**config.mk**
```make
export PLATFORM = sky130hd
export DESIGN_NAME = psrb_regs
export DESIGN_NICKNAME = d
export VERILOG_FILES = /design/src/logic/psrb_pkg.sv /design/src/logic/psrb_regs.sv /design/src/logic/psrb_cfg_mem.sv /design/src/logic/psrb_byte_pair.sv
export SDC_FILE = /design/constraint.sdc
export NUM_CORES = 1
export LEC_CHECK = 0
export BUFFER_PORTS_ARGS = -buffer_cell sky130_fd_sc_hd__buf_2
export CORE_MARGIN = 2
export CORE_UTILIZATION = 50
export DETAILED_ROUTE_END_ITERATION = 16
export PLACE_DENSITY = 0.77
export SETUP_SLACK_MARGIN = 0.5
export SLEW_MARGIN = 10
export SYNTH_ARGS = -nofsm -noshare
export SYNTH_HDL_FRONTEND = slang
export SYNTH_HIERARCHICAL = 1
export SYNTH_SLANG_ARGS = --single-unit
export TNS_END_PERCENT = 100
```
**constraint.sdc**
```tcl
create_clock -name clk_in -period 2.9 [get_ports clk_in]
set_input_delay 0.29 -clock clk_in [delete_from_list [all_inputs] [get_ports clk_in]]
set_output_delay 0.29 -clock clk_in [all_outputs]
set_load 0.01 [all_outputs]
```
**src/logic/psrb_pkg.sv**
```systemverilog
// Package of register map, field positions and constants of the pressure sensor register bank
package psrb_pkg;
  // Register addresses (byte addresses of 16-bit words)
  localparam logic [7:0] ADDR_COMMAND = 8'h22;
  localparam logic [7:0] ADDR_TEMP = 8'h2E;
  localparam logic [7:0] ADDR_PRESS = 8'h30;
  localparam logic [7:0] ADDR_SYNC_STATUS = 8'h32;
  localparam logic [7:0] ADDR_LIVE_STATUS = 8'h36;
  localparam logic [7:0] ADDR_SERIAL_LOW = 8'h50;
  localparam logic [7:0] ADDR_SERIAL_HIGH = 8'h52;
  localparam logic [7:0] ADDR_STEP = 8'h02;
  // Command codes
  localparam logic [15:0] CMD_SLEEP = 16'h6C32;
  localparam logic [15:0] CMD_RESET_DEFAULT = 16'h5A5A;
  // Status field positions
  localparam int BIT_IDLE = 0;
  localparam int BIT_PRESS_UP = 3;
  localparam int BIT_TEMP_UP = 4;
  localparam int BIT_BRIDGE_SUPPLY = 7;
  localparam int BIT_BRIDGE_CHECK = 8;
  localparam int BIT_SAT = 10;
  localparam int BIT_COM_CRC = 11;
  localparam int BIT_PRESS_MISSED = 14;
  localparam int BIT_TEMP_MISSED = 15;
  // Event bits: 3, 4, 7, 8, 11, 14, 15
  localparam logic [15:0] EVENT_MASK = 16'hC998;
  localparam logic [15:0] STATUS_RESET = 16'h0000;
  localparam logic [15:0] RESULT_RESET = 16'h0000;
  // Configuration memory layout: serial words, spare, check byte in last word
  localparam int CFG_DEPTH = 4;
  localparam int CFG_SER_LOW_IDX = 0;
  localparam int CFG_SER_HIGH_IDX = 1;
  localparam logic [7:0] CRC_POLY = 8'h07;
  localparam logic [7:0] CRC_INIT = 8'h00;
  // Power-up sequencer states
  typedef enum logic [1:0] {
    PSRB_LOAD = 2'b00,
    PSRB_CHECK = 2'b01,
    PSRB_RUN = 2'b10
  } psrb_state_t;
endpackage

```
**src/logic/psrb_regs.sv**
```systemverilog
// Register bank of the pressure sensor: command, results, status, serial number
`timescale 1ns/1ns
`default_nettype none
module psrb_regs
  import psrb_pkg::*;
#(
  parameter logic [15:0] RESET_CODE = CMD_RESET_DEFAULT,
  parameter int CFG_AW = 2
)(
  input wire logic clk_in,
  input wire logic rst_in,
  input wire logic frame_start_in,
  input wire logic [7:0] addr_byte_in,
  input wire logic wr_valid_in,
  input wire logic [7:0] wr_byte_in,
  input wire logic rd_req_in,
  output logic [7:0] rd_byte_out,
  output logic rd_valid_out,
  input wire logic com_crc_error_in,
  input wire logic busy_in,
  input wire logic dsp_sat_in,
  input wire logic bridge_supply_failure_in,
  input wire logic bridge_check_failure_in,
  input wire logic temp_load_in,
  input wire logic [15:0] temp_value_in,
  input wire logic press_load_in,
  input wire logic [15:0] press_value_in,
  input wire logic cfg_wr_en_in,
  input wire logic [CFG_AW-1:0] cfg_wr_addr_in,
  input wire logic [15:0] cfg_wr_data_in,
  output logic sleep_out,
  output logic powerup_busy_out,
  output logic cfg_crc_ok_out
);
  // CRC-8 over one 16-bit word, high bit first
  function automatic logic [7:0] crc8_word(input logic [7:0] crc, input logic [15:0] data);
    logic [7:0] c;
    c = crc;
    for (int i = 15; i >= 0; i--)
    begin
      if (c[7] ^ data[i])
      begin
        c = {c[6:0], 1'b0} ^ CRC_POLY;
      end
      else
      begin
        c = {c[6:0], 1'b0};
      end
    end
    return c;
  endfunction

  localparam logic [CFG_AW-1:0] CFG_LAST = CFG_AW'(CFG_DEPTH - 1);

  psrb_state_t state_r;
  logic [7:0] ptr_r;
  logic [15:0] temp_r;
  logic [15:0] press_r;
  logic [15:0] events_r;
  logic [1:0] sync_up_r;
  logic [15:0] ser_low_r;
  logic [15:0] ser_high_r;
  logic [7:0] crc_r;
  logic [CFG_AW-1:0] cfg_addr_r;
  logic cfg_pend_r;
  logic [CFG_AW-1:0] cfg_idx_r;
  logic [15:0] cfg_data;
  logic sleep_r;
  logic pu_busy_r;
  logic crc_ok_r;

  logic word_wr;
  logic [15:0] word_data;
  logic word_rd;
  logic advance;
  logic [7:0] wr_addr_r;
  logic [15:0] live_status;
  logic [15:0] sync_status;
  logic [15:0] rd_word;
  logic status_wr;
  logic cmd_wr;
  logic temp_rd;
  logic press_rd;
  logic temp_upd;
  logic press_upd;
  logic [15:0] ev_set;
  logic [15:0] ev_clr;

  psrb_byte_pair u_pair (
    .clk_in(clk_in),
    .rst_in(rst_in),
    .frame_start_in(frame_start_in),
    .wr_valid_in(wr_valid_in),
    .wr_byte_in(wr_byte_in),
    .rd_req_in(rd_req_in),
    .rd_word_in(rd_word),
    .word_wr_out(word_wr),
    .word_out(word_data),
    .word_rd_out(word_rd),
    .advance_out(advance),
    .rd_byte_out(rd_byte_out),
    .rd_valid_out(rd_valid_out)
  );

  psrb_cfg_mem #(
    .DEPTH(CFG_DEPTH),
    .WIDTH(16),
    .AW(CFG_AW)
  ) u_cfg (
    .clk_in(clk_in),
    .wr_en_in(cfg_wr_en_in),
    .wr_addr_in(cfg_wr_addr_in),
    .wr_data_in(cfg_wr_data_in),
    .rd_addr_in(cfg_addr_r),
    .rd_data_out(cfg_data)
  );

  // Word pointer: loaded by the address byte, stepped after each high byte
  always_ff @(posedge clk_in)
  begin
    if (rst_in)
    begin
      ptr_r <= 8'h00;
      wr_addr_r <= 8'h00;
    end
    else if (frame_start_in)
    begin
      ptr_r <= addr_byte_in;
    end
    else if (advance)
    begin
      ptr_r <= ptr_r + ADDR_STEP;
      wr_addr_r <= ptr_r; // Word write lands one cycle later
    end
  end

  // Write and read decode; every other address is write protected
  assign status_wr = word_wr && (wr_addr_r == ADDR_LIVE_STATUS);
  assign cmd_wr = word_wr && (wr_addr_r == ADDR_COMMAND);
  assign temp_rd = word_rd && (ptr_r == ADDR_TEMP);
  assign press_rd = word_rd && (ptr_r == ADDR_PRESS);

  // Results only move once the configuration passed its check
  assign temp_upd = temp_load_in && crc_ok_r && (state_r == PSRB_RUN) && !sleep_r;
  assign press_upd = press_load_in && crc_ok_r && (state_r == PSRB_RUN) && !sleep_r;

  // Power-up sequence: read every configuration word, check, then run
  always_ff @(posedge clk_in)
  begin
    if (rst_in || (cmd_wr && word_data == RESET_CODE))
    begin
      state_r <= PSRB_LOAD;
      cfg_addr_r <= '0;
      cfg_idx_r <= '0;
      cfg_pend_r <= 1'b0;
      crc_r <= CRC_INIT;
      crc_ok_r <= 1'b0;
      pu_busy_r <= 1'b1;
      ser_low_r <= 16'h0000;
      ser_high_r <= 16'h0000;
    end
    else
    begin
      unique case (state_r)
        PSRB_LOAD:
        begin
          cfg_pend_r <= 1'b1;
          cfg_idx_r <= cfg_addr_r;
          if (cfg_addr_r != CFG_LAST)
          begin
            cfg_addr_r <= cfg_addr_r + 1'b1;
          end
          if (cfg_pend_r)
          begin
            if (cfg_idx_r == CFG_AW'(CFG_SER_LOW_IDX))
            begin
              ser_low_r <= cfg_data;
            end
            if (cfg_idx_r == CFG_AW'(CFG_SER_HIGH_IDX))
            begin
              ser_high_r <= cfg_data;
            end
            if (cfg_idx_r == CFG_LAST)
            begin
              crc_ok_r <= (cfg_data[7:0] == crc_r);
              state_r <= PSRB_CHECK;
            end
            else
            begin
              crc_r <= crc8_word(crc_r, cfg_data);
            end
          end
        end
        PSRB_CHECK:
        begin
          pu_busy_r <= 1'b0;
          state_r <= PSRB_RUN;
        end
        PSRB_RUN:
        begin
          state_r <= PSRB_RUN;
        end
        default:
        begin
          state_r <= PSRB_LOAD;
        end
      endcase
    end
  end

  // Sleep follows the command word; a reset command wakes the device
  always_ff @(posedge clk_in)
  begin
    if (rst_in)
    begin
      sleep_r <= 1'b0;
    end
    else if (cmd_wr)
    begin
      sleep_r <= (word_data == CMD_SLEEP);
    end
  end

  // Result registers; no reset value is meaningful before the first load
  always_ff @(posedge clk_in)
  begin
    if (rst_in)
    begin
      temp_r <= RESULT_RESET;
      press_r <= RESULT_RESET;
    end
    else
    begin
      if (temp_upd)
      begin
        temp_r <= temp_value_in;
      end
      if (press_upd)
      begin
        press_r <= press_value_in;
      end
    end
  end

  // Event sources of this cycle
  always_comb
  begin
    ev_set = 16'h0000;
    ev_set[BIT_TEMP_UP] = temp_upd;
    ev_set[BIT_PRESS_UP] = press_upd;
    ev_set[BIT_TEMP_MISSED] = temp_upd && events_r[BIT_TEMP_UP];
    ev_set[BIT_PRESS_MISSED] = press_upd && events_r[BIT_PRESS_UP];
    ev_set[BIT_BRIDGE_SUPPLY] = bridge_supply_failure_in;
    ev_set[BIT_BRIDGE_CHECK] = bridge_check_failure_in;
    ev_set[BIT_COM_CRC] = com_crc_error_in;
  end

  // Event clears: write-one at the live address, or a result read
  always_comb
  begin
    ev_clr = 16'h0000;
    if (status_wr)
    begin
      ev_clr = word_data & EVENT_MASK;
    end
    ev_clr[BIT_TEMP_UP] = ev_clr[BIT_TEMP_UP] | temp_rd;
    ev_clr[BIT_PRESS_UP] = ev_clr[BIT_PRESS_UP] | press_rd;
  end

  // Sticky events; a set in the clearing cycle wins so no event is lost
  always_ff @(posedge clk_in)
  begin
    if (rst_in)
    begin
      events_r <= STATUS_RESET;
    end
    else
    begin
      events_r <= ((events_r & ~ev_clr) | ev_set) & EVENT_MASK;
    end
  end

  // Snapshot of the updated flags taken with the result read
  always_ff @(posedge clk_in)
  begin
    if (rst_in)
    begin
      sync_up_r <= 2'b00;
    end
    else
    begin
      if (temp_rd)
      begin
        sync_up_r[1] <= events_r[BIT_TEMP_UP];
      end
      if (press_rd)
      begin
        sync_up_r[0] <= events_r[BIT_PRESS_UP];
      end
    end
  end

  // Live view: events plus conditions that come and go by themselves
  always_comb
  begin
    live_status = events_r;
    live_status[BIT_IDLE] = !busy_in && !pu_busy_r;
    live_status[BIT_SAT] = dsp_sat_in;
  end

  // Synchronised view shares everything but the two updated flags
  always_comb
  begin
    sync_status = live_status;
    sync_status[BIT_TEMP_UP] = sync_up_r[1];
    sync_status[BIT_PRESS_UP] = sync_up_r[0];
  end

  // Read mux; the command word is write-only and reads as zero
  always_comb
  begin
    unique case (ptr_r)
      ADDR_TEMP: rd_word = temp_r;
      ADDR_PRESS: rd_word = press_r;
      ADDR_SYNC_STATUS: rd_word = sync_status;
      ADDR_LIVE_STATUS: rd_word = live_status;
      ADDR_SERIAL_LOW: rd_word = ser_low_r;
      ADDR_SERIAL_HIGH: rd_word = ser_high_r;
      default: rd_word = 16'h0000;
    endcase
  end

  // Control outputs come straight from their registers
  assign sleep_out = sleep_r;
  assign powerup_busy_out = pu_busy_r;
  assign cfg_crc_ok_out = crc_ok_r;
endmodule
`default_nettype wire

```
**src/logic/psrb_cfg_mem.sv**
```systemverilog
// Small configuration memory with a write port and a registered read port
`timescale 1ns/1ns
`default_nettype none
module psrb_cfg_mem
  import psrb_pkg::*;
#(
  parameter int DEPTH = 4,
  parameter int WIDTH = 16,
  parameter int AW = 2
)(
  input wire logic clk_in,
  input wire logic wr_en_in,
  input wire logic [AW-1:0] wr_addr_in,
  input wire logic [WIDTH-1:0] wr_data_in,
  input wire logic [AW-1:0] rd_addr_in,
  output logic [WIDTH-1:0] rd_data_out
);
  logic [WIDTH-1:0] mem_r [DEPTH];

  // Write port; contents survive the register reset on purpose
  always_ff @(posedge clk_in)
  begin
    if (wr_en_in)
    begin
      mem_r[wr_addr_in] <= wr_data_in;
    end
  end

  // Registered read, one cycle of latency
  always_ff @(posedge clk_in)
  begin
    rd_data_out <= mem_r[rd_addr_in];
  end
endmodule
`default_nettype wire

```
**src/logic/psrb_byte_pair.sv**
```systemverilog
// Pairs serial bytes into 16-bit words, low byte first, in both directions
`timescale 1ns/1ns
`default_nettype none
module psrb_byte_pair
  import psrb_pkg::*;
(
  input wire logic clk_in,
  input wire logic rst_in,
  input wire logic frame_start_in,
  input wire logic wr_valid_in,
  input wire logic [7:0] wr_byte_in,
  input wire logic rd_req_in,
  input wire logic [15:0] rd_word_in,
  output logic word_wr_out,
  output logic [15:0] word_out,
  output logic word_rd_out,
  output logic advance_out,
  output logic [7:0] rd_byte_out,
  output logic rd_valid_out
);
  logic hi_phase_r;
  logic [7:0] lo_byte_r;
  logic [7:0] rd_hi_r;

  // The word is fetched on the low byte, so both halves come from one snapshot
  assign word_rd_out = rd_req_in & ~hi_phase_r;
  assign advance_out = (rd_req_in | wr_valid_in) & hi_phase_r;

  // Byte phase; a new frame always restarts on a low byte
  always_ff @(posedge clk_in)
  begin
    if (rst_in || frame_start_in)
    begin
      hi_phase_r <= 1'b0;
    end
    else if (rd_req_in || wr_valid_in)
    begin
      hi_phase_r <= ~hi_phase_r;
    end
  end

  // Write assembly: low byte held, word emitted with the high byte
  always_ff @(posedge clk_in)
  begin
    if (rst_in)
    begin
      lo_byte_r <= 8'h00;
      word_wr_out <= 1'b0;
      word_out <= 16'h0000;
    end
    else
    begin
      word_wr_out <= wr_valid_in & hi_phase_r & ~frame_start_in;
      if (wr_valid_in && !hi_phase_r)
      begin
        lo_byte_r <= wr_byte_in;
      end
      if (wr_valid_in && hi_phase_r)
      begin
        word_out <= {wr_byte_in, lo_byte_r};
      end
    end
  end

  // Read split: low byte now, high byte kept for the next request
  always_ff @(posedge clk_in)
  begin
    if (rst_in)
    begin
      rd_hi_r <= 8'h00;
      rd_byte_out <= 8'h00;
      rd_valid_out <= 1'b0;
    end
    else
    begin
      rd_valid_out <= rd_req_in;
      if (word_rd_out)
      begin
        rd_byte_out <= rd_word_in[7:0];
        rd_hi_r <= rd_word_in[15:8];
      end
      else if (rd_req_in)
      begin
        rd_byte_out <= rd_hi_r;
      end
    end
  end
endmodule
`default_nettype wire

```
# Word-level counts from Yosys, hierarchy flattened

Memory sizes are Yosys's and may differ from the RTL's. A register that Yosys moved wholly into a read port is not among the register bits.
Cells that the tools add are included.

Memories kept: 1
Logic and storage cells: 213
Bits in registers: 159
Memory bits (writable): 64
Input bits: 79

Eq/ne operators: 18
Reductions and logical operators: 35
Multiplexer cells: 87
Bitwise operators: 45
Add/subtract/negate cells: 2

Memories:

| memory      | depth | width | rd ports | clocked after memory_dff | wr ports | line               | source |
|---|---|---|---|---|---|---|---|
| u_cfg.mem_r | 4     | 16    | 1        | 1                        | 1        | psrb_cfg_mem.sv:18 | `logic [WIDTH-1:0] mem_r [DEPTH];` |

Operators by type and width:

| operator               | number |
|---|---|
| $mux W8                | 64 |
| $pmux W16 S6           | 1 |
| $eq A8 B6 Y1 const B   | 6 |
| $mux W3                | 16 |
| $not A3 Y3             | 16 |
| $eq A16 B15 Y1 const B | 2 |
| $and A16 B16 Y16       | 1 |
| $eq A8 B7 Y1 const B   | 2 |
| $logic_and A1 B1 Y1    | 16 |
| $mux W16               | 1 |
| $not A16 Y16           | 1 |
| $or A16 B16 Y16        | 1 |
| $xor A1 B1 Y1          | 16 |
| $reduce_and A3 Y1      | 4 |
| $add A8 B2 Y8 const B  | 1 |
| $eq A8 B8 Y1           | 1 |
| $ne A2 B2 Y1 const B   | 3 |
| $reduce_and A2 Y1      | 3 |
| $and A1 B1 Y1          | 4 |
| $eq A2 B1 Y1 const B   | 2 |
| $eq A2 B2 Y1 const B   | 2 |
| $logic_not A1 Y1       | 4 |
| $logic_not A2 Y1       | 2 |
| $mux W2                | 2 |
| 8 further kinds        | 16 |

# Logic depth before layout (Yosys ltp)

Gate-level depths: netlist of the first run.

Word-level depth: 92
Depth in mapped cells: 10
Depth with buffers taken out: 7

# Modules after synthesis

The synthesis of the first run kept the hierarchy.

By module, submodules not included:

| module         | cells an instance | sequential area each (um2) | area an instance (um2) | times used |
|---|---|---|---|---|
| psrb_regs      | 637               | 2142.1                     | 5122.4                 | 1 |
| psrb_cfg_mem   | 104               | 2242.2                     | 2697.6                 | 1 |
| psrb_byte_pair | 178               | 860.8                      | 1576.5                 | 1 |

# Worst setup path after synthesis of the first run

Ideal clock, no wire load.

Path type: register to register
Start point: register ptr_r[1]
End point: register u_pair.rd_byte_out[0]
Setup slack: 0.737 ns
Data required time: 2.814 ns
Clock period less this slack: 2.163 ns
Cell stages (with the launch flop): 10
Setup time: 0.086 ns
Buffers on the path: 2
Arrival time: 2.078 ns
Cell sequence: dfxtp_1 clkbuf_1 nand2b_1 nor3_1 nor3b_1 clkbuf_1 nand2_1 o221ai_1 mux2i_1 a211oi_1

Word-level cells in the longest chain between the ends: 3
Elaborated cells on any way between the ends: 8
Those cells by class: eq/ne (6); mux (2)

RTL lines:

| item                                                | line                 | source |
|---|---|---|
| start: declaration                                  | psrb_regs.sv:56      | `logic [7:0] ptr_r;` |
| start signal: assignment                            | psrb_regs.sv:128     | `ptr_r <= addr_byte_in;` |
| start signal: assignment                            | psrb_regs.sv:132     | `ptr_r <= ptr_r + ADDR_STEP;` |
| $eq A8 B7 Y1 / $eq A8 B6 Y1 (equally long branches) | psrb_regs.sv:322     | `unique case (ptr_r)` |
| $pmux W16 S6 *                                      | psrb_regs.sv:322     |  |
| net rd_word[0]                                      | psrb_regs.sv:79      | `logic [15:0] rd_word;` |
| $mux W8 *                                           | psrb_byte_pair.sv:77 | `if (word_rd_out)` |
| end signal: assignment                              | psrb_byte_pair.sv:79 | `rd_byte_out <= rd_word_in[7:0];` |
| end signal: assignment                              | psrb_byte_pair.sv:84 | `rd_byte_out <= rd_hi_r;` |
| end: declaration                                    | psrb_byte_pair.sv:18 | `output logic [7:0] rd_byte_out,` |

Mark *: on every way through the listed nets, which the timed path passes. The rest lies on a longest branch.
A chain may end at the register's enable or synchronous reset.

# Worst setup path in the final report of the first run

Start point: register ptr_r[6]
End point: register u_pair.rd_byte_out[0]

Same word-level chain as after synthesis.

==> reports/qor.txt, run 1 <==
Clock skew: 12.2 ps
Worst slew margin relative to its limit: 0.322
Number of different library cells in the post-synthesis netlist: 53
Global Route Usage Sum: 0.221
Area of combinational cells with multiple inputs: 3870 sq um
Hold crit path type: input port to flop
Post-synth EDFFs: 64
Worst Hold Launch: addr_byte_in[3]
Post-synth net total: 1003
Delay of the slowest critical-path stage: 430 ps
Share of power burned in combinational logic: 0.240
Leak pwr: 0.00403 uW
Proportion of synthesized flip-flops having asynchronous set or reset: 0
Final Max Tran Viols: 0
Cell-by-cell trace of the critical path: nor2b_1, nand2_1, nor2_4, a21oi_1, o221ai_1, mux2i_1, a211oi_1
Post-synthesis instance total: 919
Cell area after synthesis: 9400 sq um
Highest achievable clock rate: 0.447 GHz
Setup repair after global routing missed its margin: false
Number of warnings printed during yosys synthesis: 6
Power per standard cell area: 832 nW/um^2
Die span in x: 141 um
# Post-CTS Setup Buffers: 0
Final TNS setup: 0 ps
Arrival time of data at the critical path endpoint: 2660 ps
Maximum number of pins on one net before global-route repair: 102
Flip-flop and latch count after synthesis: 230
Number of fillers in the final layout: 1504
Peak fanout along the critical path: 8
Setup violation total in the final timing report: 0
Max-cap violations: 0
Total placed cells including tap cells: 1202
Via density per instance: 5.52
Number of buffers added on ports: 90
Vias: 6981
Part of the Yosys area used for sequential elements: 0.558
Initial standard-cell utilization of the core: 0.506
Number of endpoints with negative hold slack in the final report: 0
Class of the most critical setup path: flop to flop
Slowest library cell on the worst path: dfxtp_1
Post-synthesis cell type with the largest combined area: dfxtp_1
Die outline height: 141 um
Placed wire-length estimate: 14900 um
Top cells by area, synth: dfxtp_1 (35%), edfxtp_1 (20%), nand2_1 (8.8%)
Share of cells above drive strength 1: 0.158
Relative area change from synthesis to final layout: 16.8%
First-pass detailed-route iteration total: 8
Power Internal: 6630 uW
Global-route wire length before repair: 35000 um
Total power consumption of the routed design: 9130 uW
Core Box Area: 18600 sq um
Shortest period the worst path allows: 2240 ps
Tcrit/Tclk final: 0.772
Global placement routability congestion: 0.959
Die area: 19900 sq um
Fraction of post-synthesis cell area in the top cell type by area: 0.354
Number of remaining DRC errors: 0
Row count: 50
Clock transition at the registers of the reported paths: 60 ps
Antenna fix cells: 0
Clock tree root buffer cell: clkbuf_16
Fin Hold WS: 12.6 ps
Via count of the first global-routing pass: 6874
Endpoint required time on the critical path: 3320 ps
Start of the worst register-to-register path: ptr_r[6]
Clock tree from TritonCTS: built
Worst Setup End Kind: flop
Synth Area per Inst: 10.2 sq um
Total net switching power: 2500 uW
Number of buffers created by CTS: 24
Setup crit start: ptr_r[6]
Sequential cell area in the final layout: 5250 sq um
Antenna violations before repair: 0
Number of levels in the clock H-tree: 1
Commonest register cell after synthesis: dfxtp_1
Post-layout net count: 1097
Clock latency on the worst-skew pair: 520 ps
Clock sink count: 230
WL/cell: 17.3 um
Number of buffers and inverters on the critical path: 0
VDD IR-drop max: 0.000699 V
DRC marker count from the first detailed-route iteration: 394
Worst-case clock buffer depth: 3
Sequential power share: 0.421
Count of non-filler cells in the finished layout: 1265
Total congestion overflow: 0
Launching element type of the critical path: flop
Fraction of power spent switching nets: 0.274
Core occupancy in the finished layout: 0.591
Worst Tran Pin Value: 1020 ps
Gate family responsible for the most delay along the worst path: simple AND/OR/NAND/NOR gates
Result of the run: complete, no violations
Share of total power in the clock network: 0.339
Total Routed Length: 21900 um
Post-detailed-route count of antenna-violating nets: 0
Ports: 91
==> final timing paths <==
kind         slack (ps)  cells after the start               endpoint
max                 660                      7  u_pair/rd_byte_out[0]
min                  10                      3               ptr_r[3]
max reg2reg         660                      7  u_pair/rd_byte_out[0]
min reg2reg         450                      2         ser_high_r[13]
==> cell families after synthesis <==
logic type,share of synthesized area
adders and majority gates,0.00666
buffers and inverters,0.0322
and+or+nand+nor,0.153
xor gates and xnor gates,0.0614
AOI/OAI and AO/OA,0.114
DFF,0.558
muxes,0.0738
==> routing by layer <==
layer  vias to the layer above  track usage  part of all wire
met5                         -            0                 0
met1                      3316        0.290              0.43
met2                       214        0.371              0.49
met3                        52       0.0353             0.048
met4                         0       0.0837             0.033
li1                       3399            -                 -
==> what timing repair did <==
action                                 CTS  global route
gates cloned                             0             0
gates resized for setup                  1             4
endpoints found under the hold margin   63             3
hold buffers                            18             1
setup endpoints to repair                1             8
==> stage by stage <==
| stage | setup WS, ps | area [sq um] |
|---|---|---|
| 3_5_place_dp | 543 | 9970 |
| 6_report | 661 | 11000 |
| 3_3_place_gp | 609 | 9970 |
| 5_1_grt | 505 | 11000 |
| 2_1_floorplan | 737 | 9400 |
| 4_1_cts | 527 | 11000 |
==> power by group through the flow <==
stage	registers, uW	clock network [uW]	logic, uW
2_1_floorplan	3770	0	1870
3_3_place_gp	3890	0	2100
3_5_place_dp	3910	0	2140
4_1_cts	3840	3120	2190
5_1_grt	3870	3250	2390
6_report	3850	3090	2190
==> worst register-to-register path, cell delays in order, from the launching register on <==
cell and delay [ps]:
dfxtp_1 430, nor2b_1 380, nand2_1 310, nor2_4 280, a21oi_1 100, o221ai_1 220, mux2i_1 170, a211oi_1 250
==> cells in the final DEF (no fill, tap or decap), drive strengths merged, types with 9 or more instances in the layout <==
cell         count
mux4            16
nand3            9
a21oi          118
xnor2           28
nand2          221
edfxtp          64
a22oi           30
o21ai           14
mux2i           31
a211oi           9
dfxtp          166
dlygate4sd3     19
clkbuf          35
nor3            10
buf            104
xor2            12
nor2            61
==> Yosys cell counts, drive strengths merged (6+ instances only) <==
library cell and number:
a211oi 9, a21oi 118, a22oi 30, and2 6, buf 15, clkbuf 40, dfxtp 166, edfxtp 64
mux2i 31, mux4 16, nand2 221, nand3 9, nor2 61, nor3 10, o21ai 14, o221ai 7
or3 6, xnor2 28, xnor3 7, xor2 12
==> sequential cells by signal, summed over array words and instances, names as in the netlist, 2 cells and up <==
| name | cells |
|---|---|
| u_cfg/mem_r | 64 |
| press_r | 16 |
| ser_high_r | 16 |
| ser_low_r | 16 |
| temp_r | 16 |
| u_cfg/rd_data_out | 16 |
| u_pair/word_out | 16 |
| crc_r | 8 |
| ptr_r | 8 |
| u_pair/lo_byte_r | 8 |
| u_pair/rd_byte_out | 8 |
| u_pair/rd_hi_r | 8 |
| wr_addr_r | 8 |
| events_r | 7 |
| cfg_addr_r | 2 |
| cfg_idx_r | 2 |
| state_r | 2 |
| sync_up_r | 2 |
==> layout make-up <==
type,count,share of cell area
sequential,230,0.478
multi-input combinational,629,0.352
timing repair buffer,123,0.0679
clock buffer,35,0.0639
tap,234,0.0267
clock inverter,9,0.00969
inverter,5,0.00171
(Power assumes the default switching activity.)
==> inputs of run 2 (changes only) <==
Clock period 2.9 ns to 2.17 ns, I/O delays scaled along.
==> run 2 against run 1 <==
Clock power increased by 36%. Fmax increased by 4.3%. Largest power group unchanged. Sequential power increased by 34%. Non-clock buffer count increased by 110. Clock skew increased by 7.5 ps. Critical endpoint is now crc_r[3]. Power increased by 50%. Worst hold slack improved by 58 ps. First-iteration DRC count increased by 140%. Critical path depth decreased by 1.
==> reports/qor.txt, run 2 (synthesis gave the netlist of run 1 again) <==
Global placement routability congestion: 0.916 (-4.5%)
Total congestion overflow: 0 (unchanged)
WL/cell: 20.7 um (+20%)
Clock skew: 19.7 ps (+7.48 ps)
Via count of the first global-routing pass: 7602 (+11%)
DRC marker count from the first detailed-route iteration: 934 (+140%)
Clock latency on the worst-skew pair: 530 ps (about the same)
Tcrit/Tclk final: 0.989 (+0.217)
Max-cap violations: 0 (unchanged)
Worst slew margin relative to its limit: 0.598 (+0.277)
Clock sink count: 230 (unchanged)
Die area: 19900 sq um (unchanged)
Start of the worst register-to-register path: u_cfg/rd_data_out[2]
Die outline height: 141 um (unchanged)
Antenna violations before repair: 2 (+2)
Delay of the slowest critical-path stage: 510 ps (+80 ps)
Number of remaining DRC errors: 0 (unchanged)
Worst Setup End Kind: flop
Die span in x: 141 um (unchanged)
Maximum number of pins on one net before global-route repair: 102 (unchanged)
Number of buffers added on ports: 90 (unchanged)
Topmost layer with routed signal wires: met4
Total power consumption of the routed design: 13700 uW (+50%)
Share of cells above drive strength 1: 0.314 (+0.156)
Worst Hold Launch: rd_req_in
Relative area change from synthesis to final layout: 37.7%
Hold crit path type: input port to flop
Cell-by-cell trace of the critical path: xor2_1, xnor2_1, xnor3_1, xor2_1, or3_1, a21oi_1
Class of the most critical setup path: flop to flop
Setup repair after global routing missed its margin: true
Worst Tran Pin Value: 602 ps (-415 ps)
Number of endpoints with negative hold slack in the final report: 0 (unchanged)
Slowest library cell on the worst path: xnor3_1
First-pass detailed-route iteration total: 6 (-2)
Shortest period the worst path allows: 2150 ps (-92.7 ps)
Met1 layer wirelength in the final routing: 10700 um (+14%)
Register with the highest flop count: u_cfg/mem_r
Launching element type of the critical path: flop
Total placed cells including tap cells: 1217 (+1.2%)
Leak pwr: 0.00485 uW (+20%)
Row count: 50 (unchanged)
Arrival time of data at the critical path endpoint: 2600 ps (-60 ps)
Reg2Reg Depth: 6 (-1)
Number of buffers created by CTS: 24 (unchanged)
Highest-count cells in the layout ignoring fill and taps: nand2_1 (203), dfxtp_1 (149), buf_2 (91)
Count of non-filler cells in the finished layout: 1377 (+8.9%)
Number of levels in the clock H-tree: 1 (unchanged)
Endpoint required time on the critical path: 2620 ps (-700 ps)
Placed wire-length estimate: 14700 um (-1.8%)
Peak fanout along the critical path: 4 (-4)
Number of flip-flops under the largest register name: 64 (unchanged)
Setup violation total in the final timing report: 0 (unchanged)
Number of fillers in the final layout: 1156 (-23%)
Hold-critical path depth: 3 (unchanged)
WL met3: 2430 um (+130%)
Global-route wire length before repair: 39200 um (+12%)
Cell repeated most along the worst path: xor2_1
Result of the run: complete, no violations
Highest achievable clock rate: 0.466 GHz (+4.3%)
Clock tree from TritonCTS: built
Vias: 8154 (+17%)
Worst-case clock buffer depth: 3 (unchanged)
Initial standard-cell utilization of the core: 0.506 (unchanged)
Ports: 91 (unchanged)
Final TNS setup: 0 ps (unchanged)
VDD IR-drop max: 0.000811 V (+16%)
Final Max Tran Viols: 0 (unchanged)
Clock transition at the registers of the reported paths: 70 ps (about the same)
Register-to-Register Setup Slack: 20 ps (-640 ps)
Setup crit start: u_cfg/rd_data_out[2]
Met2 wire length: 13800 um (+28%)
Power per standard cell area: 1060 nW/um^2 (+27%)
Via density per instance: 5.92 (+7.3%)
Post-detailed-route count of antenna-violating nets: 0 (unchanged)
Clock tree root buffer cell: clkbuf_16
Global Route Usage Sum: 0.249 (+0.0280)
Commonest non-fill, non-tap cell in the layout: nand2_1
Total Routed Length: 28500 um (+30%)
Core Box Area: 18600 sq um (unchanged)
Post-layout net count: 1208 (+10%)
## run 2: cell types whose count changed in the layout (fill, tap and decap cells not counted), moves of 17 or more
cell | previous run | this run
a21oi_2 | 0 | 44
nand2_1 | 221 | 203
dlygate4sd3_1 | 19 | 67
a21oi_1 | 118 | 71
buf_4 | 14 | 47
dfxtp_1 | 166 | 149
## run 2: worst max-delay path, delay by kind of cell (launching register included)
kind / cells / cell delay, ps
AOI/OAI and AO/OA: 1 / 120
xor gates and xnor gates: 4 / 1180
DFF: 1 / 420
and+or+nand+nor: 1 / 340
## run 2: worst paths after layout
kind,end
min reg2reg,u_pair/word_out[6]
max,crc_r[3]
min,u_pair/hi_phase_r
max reg2reg,crc_r[3]
## run 2: area by class of cell
class                           instances  area (sq um)  share of cell area
Sequential cell                       230          5280               0.408
Multi-Input combinational cell        630          4540               0.351
Timing Repair Buffer                  233          1980               0.153
Clock buffer                           33           696              0.0538
Tap cell                              234           293              0.0226
Clock inverter                         11           126             0.00977
Inverter                                5          18.8             0.00145
Antenna cell                            1          2.50            0.000193
## run 2: through the flow
stage	utilization	hold WS (ps)	setup slack, ps	instance area, sq um
after floorplan	-	296	218	9550
after global placement	0.549	423	142	10200
after detailed placement	0.549	433	114	10200
after CTS	0.668	76.4	164	12400
after global routing	0.696	85.9	-43.7	12900
final	0.696	70.8	23.8	12900
## run 2: report_power, final
part / total, uW / switching (uW) / internal [uW]
clock: 4190 / 1690 / 2500
sequential: 5140 / 369 / 4770
combinational: 4360 / 2060 / 2290
## run 2: routing by layer
metal	up-vias	track usage
met4	0	0.0863
met1	3848	0.314
met3	152	0.0438
met2	532	0.434
li1	3622	-
met5	-	0
## run 2: repair_timing
item	CTS	global route
setup buffers	23	15
endpoints found under the setup margin	108	106
hold buffers	67	0
resized for setup	87	94
gates cloned	9	1
hold endpoints to repair	123	0
pin swaps	18	42
